$ cat config.mk
export PLATFORM = sky130hd
export DESIGN_NAME = nco_top
export DESIGN_NICKNAME = d
export VERILOG_FILES = /design/src/logic/nco_top.v
export VERILOG_INCLUDE_DIRS = /design/src /design/src/logic
export SDC_FILE = /design/constraint.sdc
export NUM_CORES = 1
export LEC_CHECK = 0
export BUFFER_PORTS_ARGS = -buffer_cell sky130_fd_sc_hd__buf_2
export CAP_MARGIN = 0
export CORE_MARGIN = 2
export CORE_UTILIZATION = 60
export CTS_BUF_LIST = sky130_fd_sc_hd__clkbuf_16
export CTS_CLUSTER_DIAMETER = 100
export DETAILED_ROUTE_END_ITERATION = 10
export GPL_TIMING_DRIVEN = 0
export PLACE_DENSITY = 0.89
export RECOVER_POWER = 50
export SLEW_MARGIN = 5
export SYNTH_ARGS = -nofsm -noshare
export SYNTH_HDL_FRONTEND = slang
export SYNTH_SLANG_ARGS = --single-unit
$ cat constraint.sdc
create_clock -name clk_sys -period 3.75 [get_ports clk_sys]
set_clock_uncertainty 0.05 [all_clocks]
set_input_delay 0.375 -clock clk_sys [delete_from_list [all_inputs] [get_ports clk_sys]]
set_output_delay 0.375 -clock clk_sys [all_outputs]
set_load 0.02 [all_outputs]
$ cat src/logic/nco_defs.vh
// Constants for the numerically controlled oscillator block.
// Assumes a byte-wide register port and synchronous clock-source inputs.
//
// Contract
// RQ1 - Twenty-bit accumulator readable and writable as low, high, upper bytes.
// RQ2 - Each selected input clock rising edge adds increment into accumulator.
// RQ3 - Adder carry out is the raw overflow event.
// RQ4 - Input clock chosen from fast oscillator, system clock, logic cell one.
// RQ5 - Clock select codes 00 fast, 01 system, 10 logic cell, 11 reserved.
// RQ6 - Twenty-bit increment held in low, high, upper read/write bytes.
// RQ7 - Software writes upper and high increment bytes before the low byte.
// RQ8 - Enabled: low byte write loads buffer on second input clock edge.
// RQ9 - Disabled: buffer copies increment right after any write; buffer hidden.
// RQ10 - Fixed duty mode toggles output on every overflow.
// RQ11 - Mode bit clear selects fixed duty, set selects pulse mode.
// RQ12 - Pulse mode goes active on edge after overflow, then inactive.
// RQ13 - Three-bit width field sets active length in input clock periods.
// RQ14 - Width is two to the field value periods, 1 up to 128.
// RQ15 - Width longer than overflow period leaves output without toggling.
// RQ16 - Polarity bit inverts the output as the last stage.
// RQ17 - Polarity change with interrupts enabled raises an interrupt.
// RQ18 - Current output level readable as read-only control bit.
// RQ19 - Output routed to peripherals and optionally to a pin.
// RQ20 - Overflow sets flag; request needs module, irq, peripheral, global enables.
// RQ21 - Software clears the interrupt flag in its service routine.
// RQ22 - Reset clears every oscillator register to zero.
// RQ23 - Oscillator keeps running in sleep while its input clock runs.
// RQ24 - Enabled with fast oscillator selected keeps that oscillator on.
// RQ25 - Software avoids writing accumulator while running; reads not atomic.
// RQ26 - Enable bit set runs the oscillator, clear stops it.
// RQ27 - Output level and overflow pass a system-clock stage before status.
`ifndef NCO_DEFS_VH
`define NCO_DEFS_VH

// ----------------------------------------------------------------------
// Register offsets
// ----------------------------------------------------------------------
`define NCO_ADDR_W 4
`define NCO_OFS_CTRL 4'h0
`define NCO_OFS_CLK 4'h1
`define NCO_OFS_ACCL 4'h2
`define NCO_OFS_ACCH 4'h3
`define NCO_OFS_ACCU 4'h4
`define NCO_OFS_INCL 4'h5
`define NCO_OFS_INCH 4'h6
`define NCO_OFS_INCU 4'h7
`define NCO_OFS_IRQ 4'h8

// ----------------------------------------------------------------------
// Field positions
// ----------------------------------------------------------------------
`define NCO_CTRL_EN 7
`define NCO_CTRL_OUT 5
`define NCO_CTRL_POL 4
`define NCO_CTRL_PFM 0
`define NCO_CLK_PWS_HI 7
`define NCO_CLK_PWS_LO 5
`define NCO_CLK_CKS_HI 1
`define NCO_CLK_CKS_LO 0
`define NCO_IRQ_FLAG 0
`define NCO_IRQ_IE 1
`define NCO_IRQ_PERIPHERAL_IRQ_ENABLE 2
`define NCO_IRQ_GIE 3
`define NCO_IRQ_PIN 4

// ----------------------------------------------------------------------
// Codes and reset values
// ----------------------------------------------------------------------
`define NCO_CKS_FAST 2'h0
`define NCO_CKS_SYS 2'h1
`define NCO_CKS_CELL 2'h2
`define NCO_ACC_W 20
`define NCO_ZERO8 8'h00
`define NCO_ZERO20 20'h00000
`define NCO_LOAD_EDGES 2'h2

`endif

$ cat src/logic/nco_top.v
// Numerically controlled oscillator with byte register port.
// Clock-source inputs are levels synchronous to clk_sys; their rising
// edges, detected here, form the accumulator enable.
`timescale 1ns/1ns
`include "nco_defs.vh"

module nco_top (
   // System
   input wire clk_sys,
   input wire sys_rst,
   // Register port
   input wire [3:0] reg_addr,
   input wire [7:0] reg_wdata,
   input wire reg_wr,
   input wire reg_rd,
   output reg [7:0] reg_rdata_r,
   // Clock sources
   input wire fast_osc_clk,
   input wire sys_osc_clk,
   input wire logic_cell_one_output,
   // Results
   output reg osc_out_r,
   output reg osc_pin_out_r,
   output reg osc_pin_oe_r,
   output reg irq_req_r,
   output reg keep_fast_osc_r
);

   // -------------------------------------------------------------------
   // State
   // -------------------------------------------------------------------
   reg osc_enable_r;
   reg output_invert_r;
   reg output_divider_mode_r;
   reg [2:0] pulse_width_select_r;
   reg [1:0] input_clock_select_r;
   reg [19:0] acc_r;
   reg [19:0] inc_r;
   reg [19:0] increment_buffer_r;
   reg overflow_irq_flag_r;
   reg overflow_irq_enable_r;
   reg peripheral_irq_enable_r;
   reg global_irq_enable_r;
   reg pin_enable_r;
   reg clk_prev_r;
   reg load_armed_r;
   reg [1:0] load_cnt_r;
   reg carry_pend_r;
   reg toggle_r;
   reg pulse_active_r;
   reg [6:0] pulse_cnt_r;
   reg out_level_r;
   reg carry_seen_r;
   reg osc_output_level_r;
   reg inc_copy_r;

   reg clk_sel;
   reg [7:0] rd_nxt;
   wire [20:0] sum;
   wire clk_edge;
   wire tick;
   wire carry;
   wire raw_out;
   wire out_nxt;
   wire wr_ctrl;
   wire wr_clk;
   wire wr_irq;
   wire wr_incl;
   wire wr_inc_any;
   wire pol_changed;

   // Pulse length minus one, two to the field value periods
   function [6:0] width_m1;
      input [2:0] sel;
      begin
         width_m1 = (7'h01 << sel) - 7'h01;
      end
   endfunction

   // -------------------------------------------------------------------
   // Clock source and adder
   // -------------------------------------------------------------------
   always @* begin
      case (input_clock_select_r) // RQ4 RQ5
         `NCO_CKS_FAST: clk_sel = fast_osc_clk;
         `NCO_CKS_SYS: clk_sel = sys_osc_clk;
         `NCO_CKS_CELL: clk_sel = logic_cell_one_output;
         default: clk_sel = 1'b0;
      endcase
   end

   assign clk_edge = clk_sel & ~clk_prev_r;
   assign tick = clk_edge & osc_enable_r; // RQ26 RQ23
   assign sum = {1'b0, acc_r} + {1'b0, increment_buffer_r}; // RQ2
   assign carry = tick & sum[20]; // RQ3

   assign wr_ctrl = reg_wr && (reg_addr == `NCO_OFS_CTRL);
   assign wr_clk = reg_wr && (reg_addr == `NCO_OFS_CLK);
   assign wr_irq = reg_wr && (reg_addr == `NCO_OFS_IRQ);
   assign wr_incl = reg_wr && (reg_addr == `NCO_OFS_INCL);
   assign wr_inc_any = wr_incl || (reg_wr &&
      ((reg_addr == `NCO_OFS_INCH) || (reg_addr == `NCO_OFS_INCU)));
   assign pol_changed = wr_ctrl &&
      (reg_wdata[`NCO_CTRL_POL] != output_invert_r);

   // Output shaping
   assign raw_out = output_divider_mode_r ? pulse_active_r : toggle_r; // RQ11
   assign out_nxt = raw_out ^ output_invert_r; // RQ16

   // -------------------------------------------------------------------
   // Registers
   // -------------------------------------------------------------------
   always @(posedge clk_sys) begin
      if (sys_rst) begin // RQ22
         osc_enable_r <= 1'b0;
         output_invert_r <= 1'b0;
         output_divider_mode_r <= 1'b0;
         pulse_width_select_r <= 3'h0;
         input_clock_select_r <= 2'h0;
         acc_r <= `NCO_ZERO20;
         inc_r <= `NCO_ZERO20;
         increment_buffer_r <= `NCO_ZERO20;
         overflow_irq_flag_r <= 1'b0;
         overflow_irq_enable_r <= 1'b0;
         peripheral_irq_enable_r <= 1'b0;
         global_irq_enable_r <= 1'b0;
         pin_enable_r <= 1'b0;
         clk_prev_r <= 1'b0;
         load_armed_r <= 1'b0;
         load_cnt_r <= 2'h0;
         carry_pend_r <= 1'b0;
         toggle_r <= 1'b0;
         pulse_active_r <= 1'b0;
         pulse_cnt_r <= 7'h00;
         out_level_r <= 1'b0;
         carry_seen_r <= 1'b0;
         osc_output_level_r <= 1'b0;
         inc_copy_r <= 1'b0;
      end else begin
         clk_prev_r <= clk_sel;
         inc_copy_r <= wr_inc_any;
         if (wr_ctrl) begin
            osc_enable_r <= reg_wdata[`NCO_CTRL_EN];
            output_invert_r <= reg_wdata[`NCO_CTRL_POL];
            output_divider_mode_r <= reg_wdata[`NCO_CTRL_PFM];
         end
         if (wr_clk) begin
            pulse_width_select_r <=
               reg_wdata[`NCO_CLK_PWS_HI:`NCO_CLK_PWS_LO]; // RQ13
            input_clock_select_r <=
               reg_wdata[`NCO_CLK_CKS_HI:`NCO_CLK_CKS_LO];
         end
         if (wr_irq) begin
            overflow_irq_enable_r <= reg_wdata[`NCO_IRQ_IE];
            peripheral_irq_enable_r <= reg_wdata[`NCO_IRQ_PERIPHERAL_IRQ_ENABLE];
            global_irq_enable_r <= reg_wdata[`NCO_IRQ_GIE];
            pin_enable_r <= reg_wdata[`NCO_IRQ_PIN];
         end

         // Increment bytes
         if (reg_wr && reg_addr == `NCO_OFS_INCL)
            inc_r[7:0] <= reg_wdata; // RQ6
         if (reg_wr && reg_addr == `NCO_OFS_INCH)
            inc_r[15:8] <= reg_wdata;
         if (reg_wr && reg_addr == `NCO_OFS_INCU)
            inc_r[19:16] <= reg_wdata[3:0];

         // Buffer loading
         if (!osc_enable_r) begin
            load_armed_r <= 1'b0;
            load_cnt_r <= 2'h0;
            if (wr_inc_any)
               increment_buffer_r <= inc_r; // RQ9
            else
               increment_buffer_r <= increment_buffer_r;
         end else if (wr_incl) begin
            load_armed_r <= 1'b1; // RQ8
            load_cnt_r <= 2'h0;
         end else if (load_armed_r && clk_edge) begin
            if (load_cnt_r + 2'h1 == `NCO_LOAD_EDGES) begin
               increment_buffer_r <= inc_r; // RQ8
               load_armed_r <= 1'b0;
               load_cnt_r <= 2'h0;
            end else begin
               load_cnt_r <= load_cnt_r + 2'h1;
            end
         end
         // Disabled copy follows the write by one cycle, once bytes settle
         if (!osc_enable_r && inc_copy_r)
            increment_buffer_r <= inc_r; // RQ9

         // Accumulator
         if (reg_wr && reg_addr == `NCO_OFS_ACCL)
            acc_r[7:0] <= reg_wdata; // RQ1
         else if (reg_wr && reg_addr == `NCO_OFS_ACCH)
            acc_r[15:8] <= reg_wdata;
         else if (reg_wr && reg_addr == `NCO_OFS_ACCU)
            acc_r[19:16] <= reg_wdata[3:0];
         else if (tick)
            acc_r <= sum[19:0]; // RQ2

         // Output generation on input clock edges
         if (tick) begin
            carry_pend_r <= sum[20];
            if (sum[20])
               toggle_r <= ~toggle_r; // RQ10
            if (carry_pend_r) begin
               pulse_active_r <= 1'b1; // RQ12 RQ15
               pulse_cnt_r <= width_m1(pulse_width_select_r); // RQ14
            end else if (pulse_active_r) begin
               if (pulse_cnt_r == 7'h00)
                  pulse_active_r <= 1'b0; // RQ12
               else
                  pulse_cnt_r <= pulse_cnt_r - 7'h01;
            end
         end
         if (!osc_enable_r) begin
            carry_pend_r <= 1'b0;
            pulse_active_r <= 1'b0;
         end

         // System-side staging
         out_level_r <= out_nxt; // RQ27
         carry_seen_r <= carry; // RQ27
         osc_output_level_r <= out_level_r; // RQ18

         // Flag: set wins over software clear
         if (carry_seen_r ||
             (pol_changed && overflow_irq_enable_r)) // RQ20 RQ17
            overflow_irq_flag_r <= 1'b1;
         else if (wr_irq && !reg_wdata[`NCO_IRQ_FLAG])
            overflow_irq_flag_r <= 1'b0; // RQ21
      end
   end

   // -------------------------------------------------------------------
   // Read port and outputs
   // -------------------------------------------------------------------
   always @* begin
      rd_nxt = `NCO_ZERO8;
      case (reg_addr)
         `NCO_OFS_CTRL: rd_nxt = {osc_enable_r, 1'b0, osc_output_level_r,
            output_invert_r, 3'h0, output_divider_mode_r};
         `NCO_OFS_CLK: rd_nxt = {pulse_width_select_r, 3'h0,
            input_clock_select_r};
         `NCO_OFS_ACCL: rd_nxt = acc_r[7:0]; // RQ25
         `NCO_OFS_ACCH: rd_nxt = acc_r[15:8];
         `NCO_OFS_ACCU: rd_nxt = {4'h0, acc_r[19:16]};
         `NCO_OFS_INCL: rd_nxt = inc_r[7:0];
         `NCO_OFS_INCH: rd_nxt = inc_r[15:8];
         `NCO_OFS_INCU: rd_nxt = {4'h0, inc_r[19:16]};
         `NCO_OFS_IRQ: rd_nxt = {3'h0, pin_enable_r, global_irq_enable_r,
            peripheral_irq_enable_r, overflow_irq_enable_r,
            overflow_irq_flag_r};
         default: rd_nxt = `NCO_ZERO8;
      endcase
   end

   always @(posedge clk_sys) begin
      if (sys_rst) begin
         reg_rdata_r <= `NCO_ZERO8;
         osc_out_r <= 1'b0;
         osc_pin_out_r <= 1'b0;
         osc_pin_oe_r <= 1'b0;
         irq_req_r <= 1'b0;
         keep_fast_osc_r <= 1'b0;
      end else begin
         reg_rdata_r <= reg_rd ? rd_nxt : `NCO_ZERO8;
         osc_out_r <= out_nxt; // RQ19
         osc_pin_out_r <= out_nxt & pin_enable_r; // RQ19
         osc_pin_oe_r <= pin_enable_r;
         irq_req_r <= overflow_irq_flag_r & osc_enable_r &
            overflow_irq_enable_r & peripheral_irq_enable_r &
            global_irq_enable_r; // RQ20
         keep_fast_osc_r <= osc_enable_r &&
            (input_clock_select_r == `NCO_CKS_FAST); // RQ24
      end
   end

endmodule

---- After elaboration in Yosys (flattened, before gate mapping) ----
Index checks and enable logic that the tools add are counted.
operators by class
  multipliers ............................. 0
  div/mod/pow operators ................... 0
  multiplexer cells ....................... 27
  shifts and indexed selects .............. 1
  equality and inequality tests ........... 19
  magnitude comparators ................... 0
  add/sub/neg operators ................... 4
  bitwise operators ....................... 15
  reduce and logical (&&, ||, !) cells .... 42
operator list
  kind                   count
  $mux W20               7
  $pmux W8 S9            1
  $mux W8                3
  $add A20 B20 Y21       1
  $mux W7                3
  $eq A4 B3 Y1 const B   4
  $logic_and A1 B1 Y1    16
  $mux W16               1
  $reduce_bool A2 Y1     7
  $sub A7 B1 Y7 const B  2
  $reduce_and A3 Y1      4
  $mux W1                9
  $and A1 B1 Y1          8
  $eq A4 B2 Y1 const B   2
  $ne A2 B2 Y1 const B   4
  $logic_not A7 Y1       1
  $shl A1 B3 Y7 const A  1
  $ne A3 B1 Y1 const B   2
  $not A1 Y1             6
  $eq A2 B2 Y1 const B   2
  $eq A4 B1 Y1 const B   1
  $eq A4 B4 Y1 const B   1
  $logic_not A4 Y1       1
  $mux W4                1
  other kinds (15)       20
word-level totals
  logic and storage cells ................. 141
  memory bits (writable) .................. 0
  bits in read-only memories .............. 0
  bits in latches ......................... 0
  flip-flop bits (word level) ............. 103
  memories ................................ 0
  output and inout port bits .............. 13

---- Logic depth before layout (Yosys ltp) ----
Gate-level depths: netlist of run 1.
  depth in word-level cells ............... 8
  gate-level depth with buffers ........... 9
  gate-level depth less buffers ........... 8

---- Least setup slack after synthesis of run 1 ----
OpenSTA, ideal clock, no wires.
  path type ............................... reg-to-reg
  start ................................... register acc_r[0]
  end ..................................... register toggle_r
  arrival time ............................ 2450 ps
  stages on the path, launching flop included .. 10
  data required time ...................... 3579 ps
  path slack .............................. 1129 ps
  setup time .............................. 121 ps
  buffers on the path ..................... 1
  path through ............................ dfxtp_1 -> ha_1 -> fa_1 -> a21o_1 -> a221oi_4 -> nor2_1 -> or3_1 -> buf_2 -> a31o_2 -> mux2_4
between the ends
  cells in the longest elaborated chain, start to end .. 2
ends and longest elaborated chain
  item                         RTL line       text
  start, declared              nco_top.v:37   reg [19:0] acc_r;
  start signal, assigned       nco_top.v:120  acc_r <= `NCO_ZERO20;
  start signal, assigned       nco_top.v:194  acc_r[7:0] <= reg_wdata;
  start signal, assigned       nco_top.v:200  acc_r <= sum[19:0];
  $add A20 B20 Y21             nco_top.v:94   assign sum = {1'b0, acc_r} + {1'b0, increment_buffer_r};
  $reduce_and A2 Y1 (no line)  -
  end signal, assigned         nco_top.v:206  toggle_r <= ~toggle_r;
  end, declared                nco_top.v:49   reg toggle_r;
Every way passes these cells.
A chain may end at the register's enable or synchronous reset.

---- Worst setup path after layout of run 1 ----
  start ................................... register osc_enable_r
  end ..................................... register acc_r[2]
between the ends
  cells in the longest elaborated chain, start to end .. 3
ends and longest elaborated chain
  item                          RTL line       text
  start, declared               nco_top.v:32   reg osc_enable_r;
  start signal, assigned        nco_top.v:143  osc_enable_r <= reg_wdata[`NCO_CTRL_EN];
  $and A1 B1 Y1                 nco_top.v:93   assign tick = clk_edge & osc_enable_r;
  $reduce_bool A2 Y1 (no line)  -
  $reduce_and A3 Y1 (no line)   -
Every way passes these cells.

==> results of run 1 <==
## how the worst max path moves through the flow
stage / endpoint / depth (start not counted)
after floorplan: toggle_r$_SDFFE_PP0P_ / 9
after global placement: toggle_r$_SDFFE_PP0P_ / 9
after detailed placement: toggle_r$_SDFFE_PP0P_ / 9
after CTS: toggle_r$_SDFFE_PP0P_ / 9
after global routing: acc_r[2]$_SDFFE_PP0P_ / 7
final: acc_r[2]$_SDFFE_PP0P_ / 7
## worst max-delay path, stage by stage (launching register included)
cell	delay, ns
dfxtp_1	0.54
or3b_1	0.39
o22ai_1	0.99
nand2_1	0.21
a21oi_2	0.34
buf_4	0.24
mux2i_1	0.23
nor2_1	0.07
## area by class of cell
cell class	count	area (µm²)	share of cell area, %
Clock inverter	6	36.3	0.595
Buffer	39	156	2.57
Timing Repair Buffer	27	115	1.89
Inverter	10	37.5	0.616
Tap cell	111	139	2.28
Sequential cell	103	2060	33.8
Multi-Input combinational cell	497	3320	54.5
Clock buffer	9	225	3.70
## registers in the layout, indices dropped and copies added (netlist names), 2 cells and up
register	count
acc_r	20
inc_r	20
increment_buffer_r	20
reg_rdata_r	8
pulse_cnt_r	7
pulse_width_select_r	3
input_clock_select_r	2
load_cnt_r	2
## placed cells by master, fill, tap and decap left out, drive strengths merged, types with 12 or more instances in the layout
master,n
a21o,12
a21oi,49
a22oi,12
buf,17
clkbuf,58
dfxtp,103
ha,21
mux2i,55
nand2,47
nand3,29
nor2,80
nor2b,17
o21ai,21
xor2,12
## logic make-up (layout without fill, tap and decap cells)
logic type,count (synthesis),count (layout),synth area share [%]
XOR/XNOR,22,22,3.45
multiplexers,62,62,11.3
AO/OA/AOI/OAI,159,159,19.4
adder cells (fa/ha/maj),22,22,5.06
AND/OR/NAND/NOR,232,232,20.4
buffers and inverters,49,91,3.49
flip-flops,103,103,36.9
## routing by layer
layer | vias to the layer above | global-route usage (%)
met5 | - | 0
met2 | 343 | 56.5
met3 | 74 | 5.69
li1 | 2446 | -
met1 | 2539 | 44.2
met4 | 0 | 16.2
## metrics by stage
| stage | instances | worst slack [ns] | util (%) | hold slack [ns] |
|---|---|---|---|---|
| global route | 802 | 0.549 | 66.6 | 0.317 |
| floorplan | 649 | 1.13 | - | 0.388 |
| global placement | 787 | 0.940 | 64.1 | 0.412 |
| detailed placement | 787 | 0.924 | 64.1 | 0.422 |
| finish | 802 | 0.552 | 66.6 | 0.312 |
| CTS | 802 | 0.912 | 66.9 | 0.305 |
## report_power, final
group	internal (mW)	total [mW]	switching (mW)	leakage, nW
Sequential	1.10	1.12	0.0128	0.831
Combinational	0.0472	0.159	0.112	1.46
Clock	0.445	0.873	0.428	0.133
==> impl_results.md, run 1 <==
* Status: complete, no violations
* Wire per inst at 21.3 µm
* HP Class: in2reg
* Resized cells post-CTS at 0
* Die width at 101 µm
* Postcts setup bufs at 0
* Vias in the first global route at 5129
* Initial antenna violation count at 0
* Initial DRC count at 581
* Lkg Pwr at 2.42 nW
* Share of cells above drive strength 1 at 6.22%
* Hold Buf Count CTS at 0
* Core area at 0.00915 mm²
* Total GRT Usage at 34.4%
* CP startpoint: osc_enable_r$_SDFFE_PP0P_
* Post-route antenna net violation count at 0
* Root buf cell: clkbuf_16
* Synth async-reset ratio at 0%
* VDD IR-drop max at 0.000191 V
* Post-layout nets at 728
* DR WL met2 at 7.97 mm
* CP startpoint kind: flop
* Top-count cell post-synth: dfxtp_1
* Cells after Synth at 649
* Placed inst area at 0.00586 mm²
* First-pass GRT wire length at 26.7 mm
* Residual DRC at 0
* Hold depth at 3
* Reg2Reg Setup Slack at 0.55 ns
* Grt total ovfl at 0
* Setup crit end kind: flop
* Die Y at 101 µm
* YS warnings at 0
* Std-Cell Rows at 35
* Layout fillers at 770
* Max Buffers Root-to-Sink at 2
* DRT Pass-1 Iters at 8
* Leading area contributor after synthesis: dfxtp_1
* Post-synth cell types at 64
* Via/cell ratio at 6.74
* Max layer used: met4
* Gp weighted congestion at 1.02
* CTS H-tree lvls at 3
* WHS Endpoint: pulse_width_select_r[2]$_SDFFE_PP0P_
* Setup_tns at 0 ns
* Main synth FF type: dfxtp_1
* RSZ-0062 raised after global routing: no
* Hpwl dp at 12.4 mm
* Area contributors post-synth: dfxtp_1, mux2i_1, nor2_1, ha_1, a21oi_1
* Initial Util at 61.1%
* Area of the mapped netlist at 0.00559 mm²
* Met3 WL post-DR at 1.70 mm
* Number of CTS-inserted buffers at 9
* Via count at 5402
* Yosys reg bits at 103
* Die Area at 0.0101 mm²
* Final Max Tran Viols at 0
* HP Start: reg_wdata[7]
* Worst-path clk slew at 0.07 ns
* Largest net degree at the start of global routing at 17
* Commonest cells post-synth: dfxtp_1, nor2_1, mux2i_1
* Crit Path Max Fanout at 10
* Worst Path Arrival at 3.36 ns
* Routed WL at 17.0 mm
* M1 WL at 6.69 mm
* Tmin final at 3.20 ns
* Final Hold Vio Count at 0
* Worst Max-Slew Pin Slew at 1.31 ns
* Share of the synthesized area in the top cell type at 36.9%
* IO Port Bufs at 27
* Reg2reg start: osc_enable_r$_SDFFE_PP0P_
* Pwr per Cell Area at 353 mW/mm²
* Syn avg cell area at 8.61 µm²
* Kind of critical path: reg2reg
* Clk_lat worst skew at 0.35 ns
* I/O pins at 32
* Required time worst endpoint at 3.91 ns
* Slew margin rel. at 12.8%
* TritonCTS clock tree: built
* EDFF count, synth at 0
* Reg2Reg Depth at 7
* Fin crit share at 85.3%
* Final setup fails at 0
* Post-route cell area at 0.00609 mm²
* # clock sinks at 103
* Post-layout power at 2.15 mW
* Number of diodes at 0
* R2r endpoint: acc_r[2]$_SDFFE_PP0P_
* FMAX at 0.313 GHz
* Seq/Total Area, Yosys at 36.9%
* Max Cap Violations at 0
* Syn nets at 690
* Area Growth Syn to Fin at 9.00%
(Power assumes the default switching activity.)
==> inputs of run 2 (changes only) <==
Settings changed: RECOVER_POWER 50 to default.
==> run 2 against run 1 <==
Clock-buffer cell count is the same; clock power is essentially flat; critical path depth grew 2; critical endpoint is now toggle_r$_SDFFE_PP0P_; highest routed layer unchanged.
==> impl_results.md, run 2 (synthesized netlist as in run 1, its figures left out) <==
* Status: complete, no violations (unchanged)
* Post-layout nets at 728 (unchanged)
* CP startpoint kind: flop (unchanged)
* Total GRT Usage at 34.4% (unchanged)
* Initial antenna violation count at 0 (unchanged)
* Hold Buf Count CTS at 0 (unchanged)
* Kind of critical path: reg2reg (unchanged)
* Part of the power in registers at 52.0% (about the same)
* Die Area at 0.0101 mm² (unchanged)
* Share of cells above drive strength 1 at 8.97% (was 6.22%)
* Gp weighted congestion at 1.02 (unchanged)
* Setup crit end kind: flop (unchanged)
* Postcts setup bufs at 0 (unchanged)
* Power Internal at 1.60 mW (about the same)
* Vias in the first global route at 5129 (unchanged)
* Die Y at 101 µm (unchanged)
* TritonCTS clock tree: built (unchanged)
* Final setup fails at 0 (unchanged)
* R2r endpoint: toggle_r$_SDFFE_PP0P_ (was acc_r[2]$_SDFFE_PP0P_)
* Die width at 101 µm (unchanged)
* Reg2reg start: acc_r[0]$_SDFFE_PP0P_ (was osc_enable_r$_SDFFE_PP0P_)
* Tmin final at 2.85 ns (was 3.20 ns)
* Grt total ovfl at 0 (unchanged)
* DRT Pass-1 Iters at 6 (was 8)
* Core area at 0.00915 mm² (unchanged)
* Post-layout power at 2.15 mW (about the same)
* Initial DRC count at 530 (was 581)
* Top Registers: acc_r x20, inc_r x20, increment_buffer_r x20 (unchanged)
* Lkg Pwr at 2.49 nW (was 2.42 nW)
* Hold depth at 3 (unchanged)
* Reg2Reg Depth at 9 (was 7)
* Most common cell after layout, fill and taps aside: dfxtp_1 (unchanged)
* Largest net degree at the start of global routing at 17 (unchanged)
* FMAX at 0.351 GHz (was 0.313 GHz)
* RSZ-0062 raised after global routing: no (unchanged)
* I/O pins at 32 (unchanged)
* Sw Ratio at 25.7% (about the same)
* Std-Cell Rows at 35 (unchanged)
* Via/cell ratio at 6.74 (about the same)
* Post-route antenna net violation count at 0 (unchanged)
* Routed WL at 17.1 mm (was 17.0 mm)
* Worst-path clk slew at 0.07 ns (about the same)
* Final Hold Vio Count at 0 (unchanged)
* Slew margin rel. at 43.4% (was 12.8%)
* Residual DRC at 0 (unchanged)
* VDD IR-drop max at 0.000190 V (was 0.000191 V)
* Reg2Reg Setup Slack at 0.90 ns (was 0.55 ns)
* Max Cap Violations at 0 (unchanged)
* CTS H-tree lvls at 3 (unchanged)
* Clk_lat worst skew at 0.35 ns (about the same)
* Number of CTS-inserted buffers at 9 (unchanged)
* Clk pwr share at 40.5% (was 40.6%)
* Fin crit share at 76.0% (was 85.3%)
* Required time worst endpoint at 3.94 ns (was 3.91 ns)
* HP Class: in2reg (unchanged)
* Commonest non-fill, non-tap cells in the layout: dfxtp_1, nor2_1, mux2i_1 (unchanged)
* Initial Util at 61.1% (unchanged)
* Worst Max-Slew Pin Slew at 0.845 ns (was 1.31 ns)
* Worst Path Arrival at 3.05 ns (was 3.36 ns)
* Wire per inst at 21.3 µm (about the same)
* Via count at 5405 (was 5402)
* Combinational Power Share at 7.5% (was 7.4%)
* Final Max Tran Viols at 0 (unchanged)
* Pwr per Cell Area at 351 mW/mm² (was 353 mW/mm²)
* IO Port Bufs at 27 (unchanged)
* Resized cells post-CTS at 0 (unchanged)
* # clock sinks at 103 (unchanged)
* First-pass GRT wire length at 26.7 mm (unchanged)
* Crit Path Max Fanout at 5 (was 10)
* Setup_tns at 0 ns (unchanged)
* Hpwl dp at 12.4 mm (unchanged)
* Number of diodes at 0 (unchanged)
* Area Growth Syn to Fin at 9.58% (was 9.00%)
* CP startpoint: acc_r[0]$_SDFFE_PP0P_ (was osc_enable_r$_SDFFE_PP0P_)
* Root buf cell: clkbuf_16 (unchanged)
* Critical path endpoint: toggle_r$_SDFFE_PP0P_ (was acc_r[2]$_SDFFE_PP0P_)
* Max Buffers Root-to-Sink at 2 (unchanged)
* NetSw at 0.551 mW (was 0.552 mW)
-- run 2: changes by cell type in the layout (fill, tap and decap cells not counted), moves of 2 or more --
| cell | previous run | this run |
|---|---|---|
| buf_1 | 0 | 2 |
| and2_1 | 3 | 5 |
| buf_2 | 16 | 33 |
| and2_0 | 2 | 0 |
| clkbuf_1 | 49 | 30 |
-- run 2: area by class of cell --
class                      count  area [µm²]
clock buffer                   9         225
buffer                        39         158
sequential                   103        2060
fill                         753        3030
multi-input combinational    497        3330
timing repair buffer          27         135
inverter                      10        37.5
clock inverter                 6        36.3
tap                          111         139
-- run 2: power by group through the flow --
stage          logic (mW)  registers [mW]  clock network (mW)
5_1_grt             0.169            1.12               0.915
2_1_floorplan      0.0979            1.14                   0
3_5_place_dp        0.153            1.14                   0
6_report            0.161            1.12               0.871
3_3_place_gp        0.149            1.14                   0
4_1_cts             0.154            1.12               0.867
-- run 2: metrics by stage --
stage	hold slack, ns	setup slack, ns	cells	utilization [%]	area [µm²]
6_report	0.315	0.898	802	66.9	6130
3_3_place_gp	0.412	0.940	787	64.1	5860
2_1_floorplan	0.388	1.13	649	-	5590
4_1_cts	0.305	0.912	802	66.9	6130
5_1_grt	0.317	0.810	802	66.9	6130
3_5_place_dp	0.422	0.924	787	64.1	5860
-- run 2: per-layer routing --
layer	up-vias	track usage, %	share of wire (%)	routed length [µm]
li1	2447	-	-	-
met1	2574	44.2	40	6800
met2	320	56.5	46	7880
met3	64	5.69	9.5	1630
met4	0	16.2	4.4	750
met5	-	0	0	0
-- run 2: critical path, stage by stage, from the launching register on --
cell	delay (ns)
dfxtp_1	0.33
ha_1	0.24
fa_1	0.42
a21o_1	0.24
a221oi_4	0.36
nor2_1	0.08
or3_1	0.34
buf_2	0.17
a31o_2	0.23
mux2_4	0.29
-- run 2: how the worst min path moves through the flow --
stage	start	end	slack [ns]
finish	reg_wr	overflow_irq_enable_r$_SDFFE_PP0P_	0.32
CTS	reg_wdata[7]	pulse_width_select_r[2]$_SDFFE_PP0P_	0.31
global route	reg_wdata[7]	pulse_width_select_r[2]$_SDFFE_PP0P_	0.32
global placement	osc_out_r$_SDFF_PP0_	osc_output_level_r$_SDFF_PP0_	0.41
detailed placement	osc_out_r$_SDFF_PP0_	osc_output_level_r$_SDFF_PP0_	0.42
floorplan	global_irq_enable_r$_SDFFE_PP0P_	irq_req_r$_SDFF_PP0_	0.39
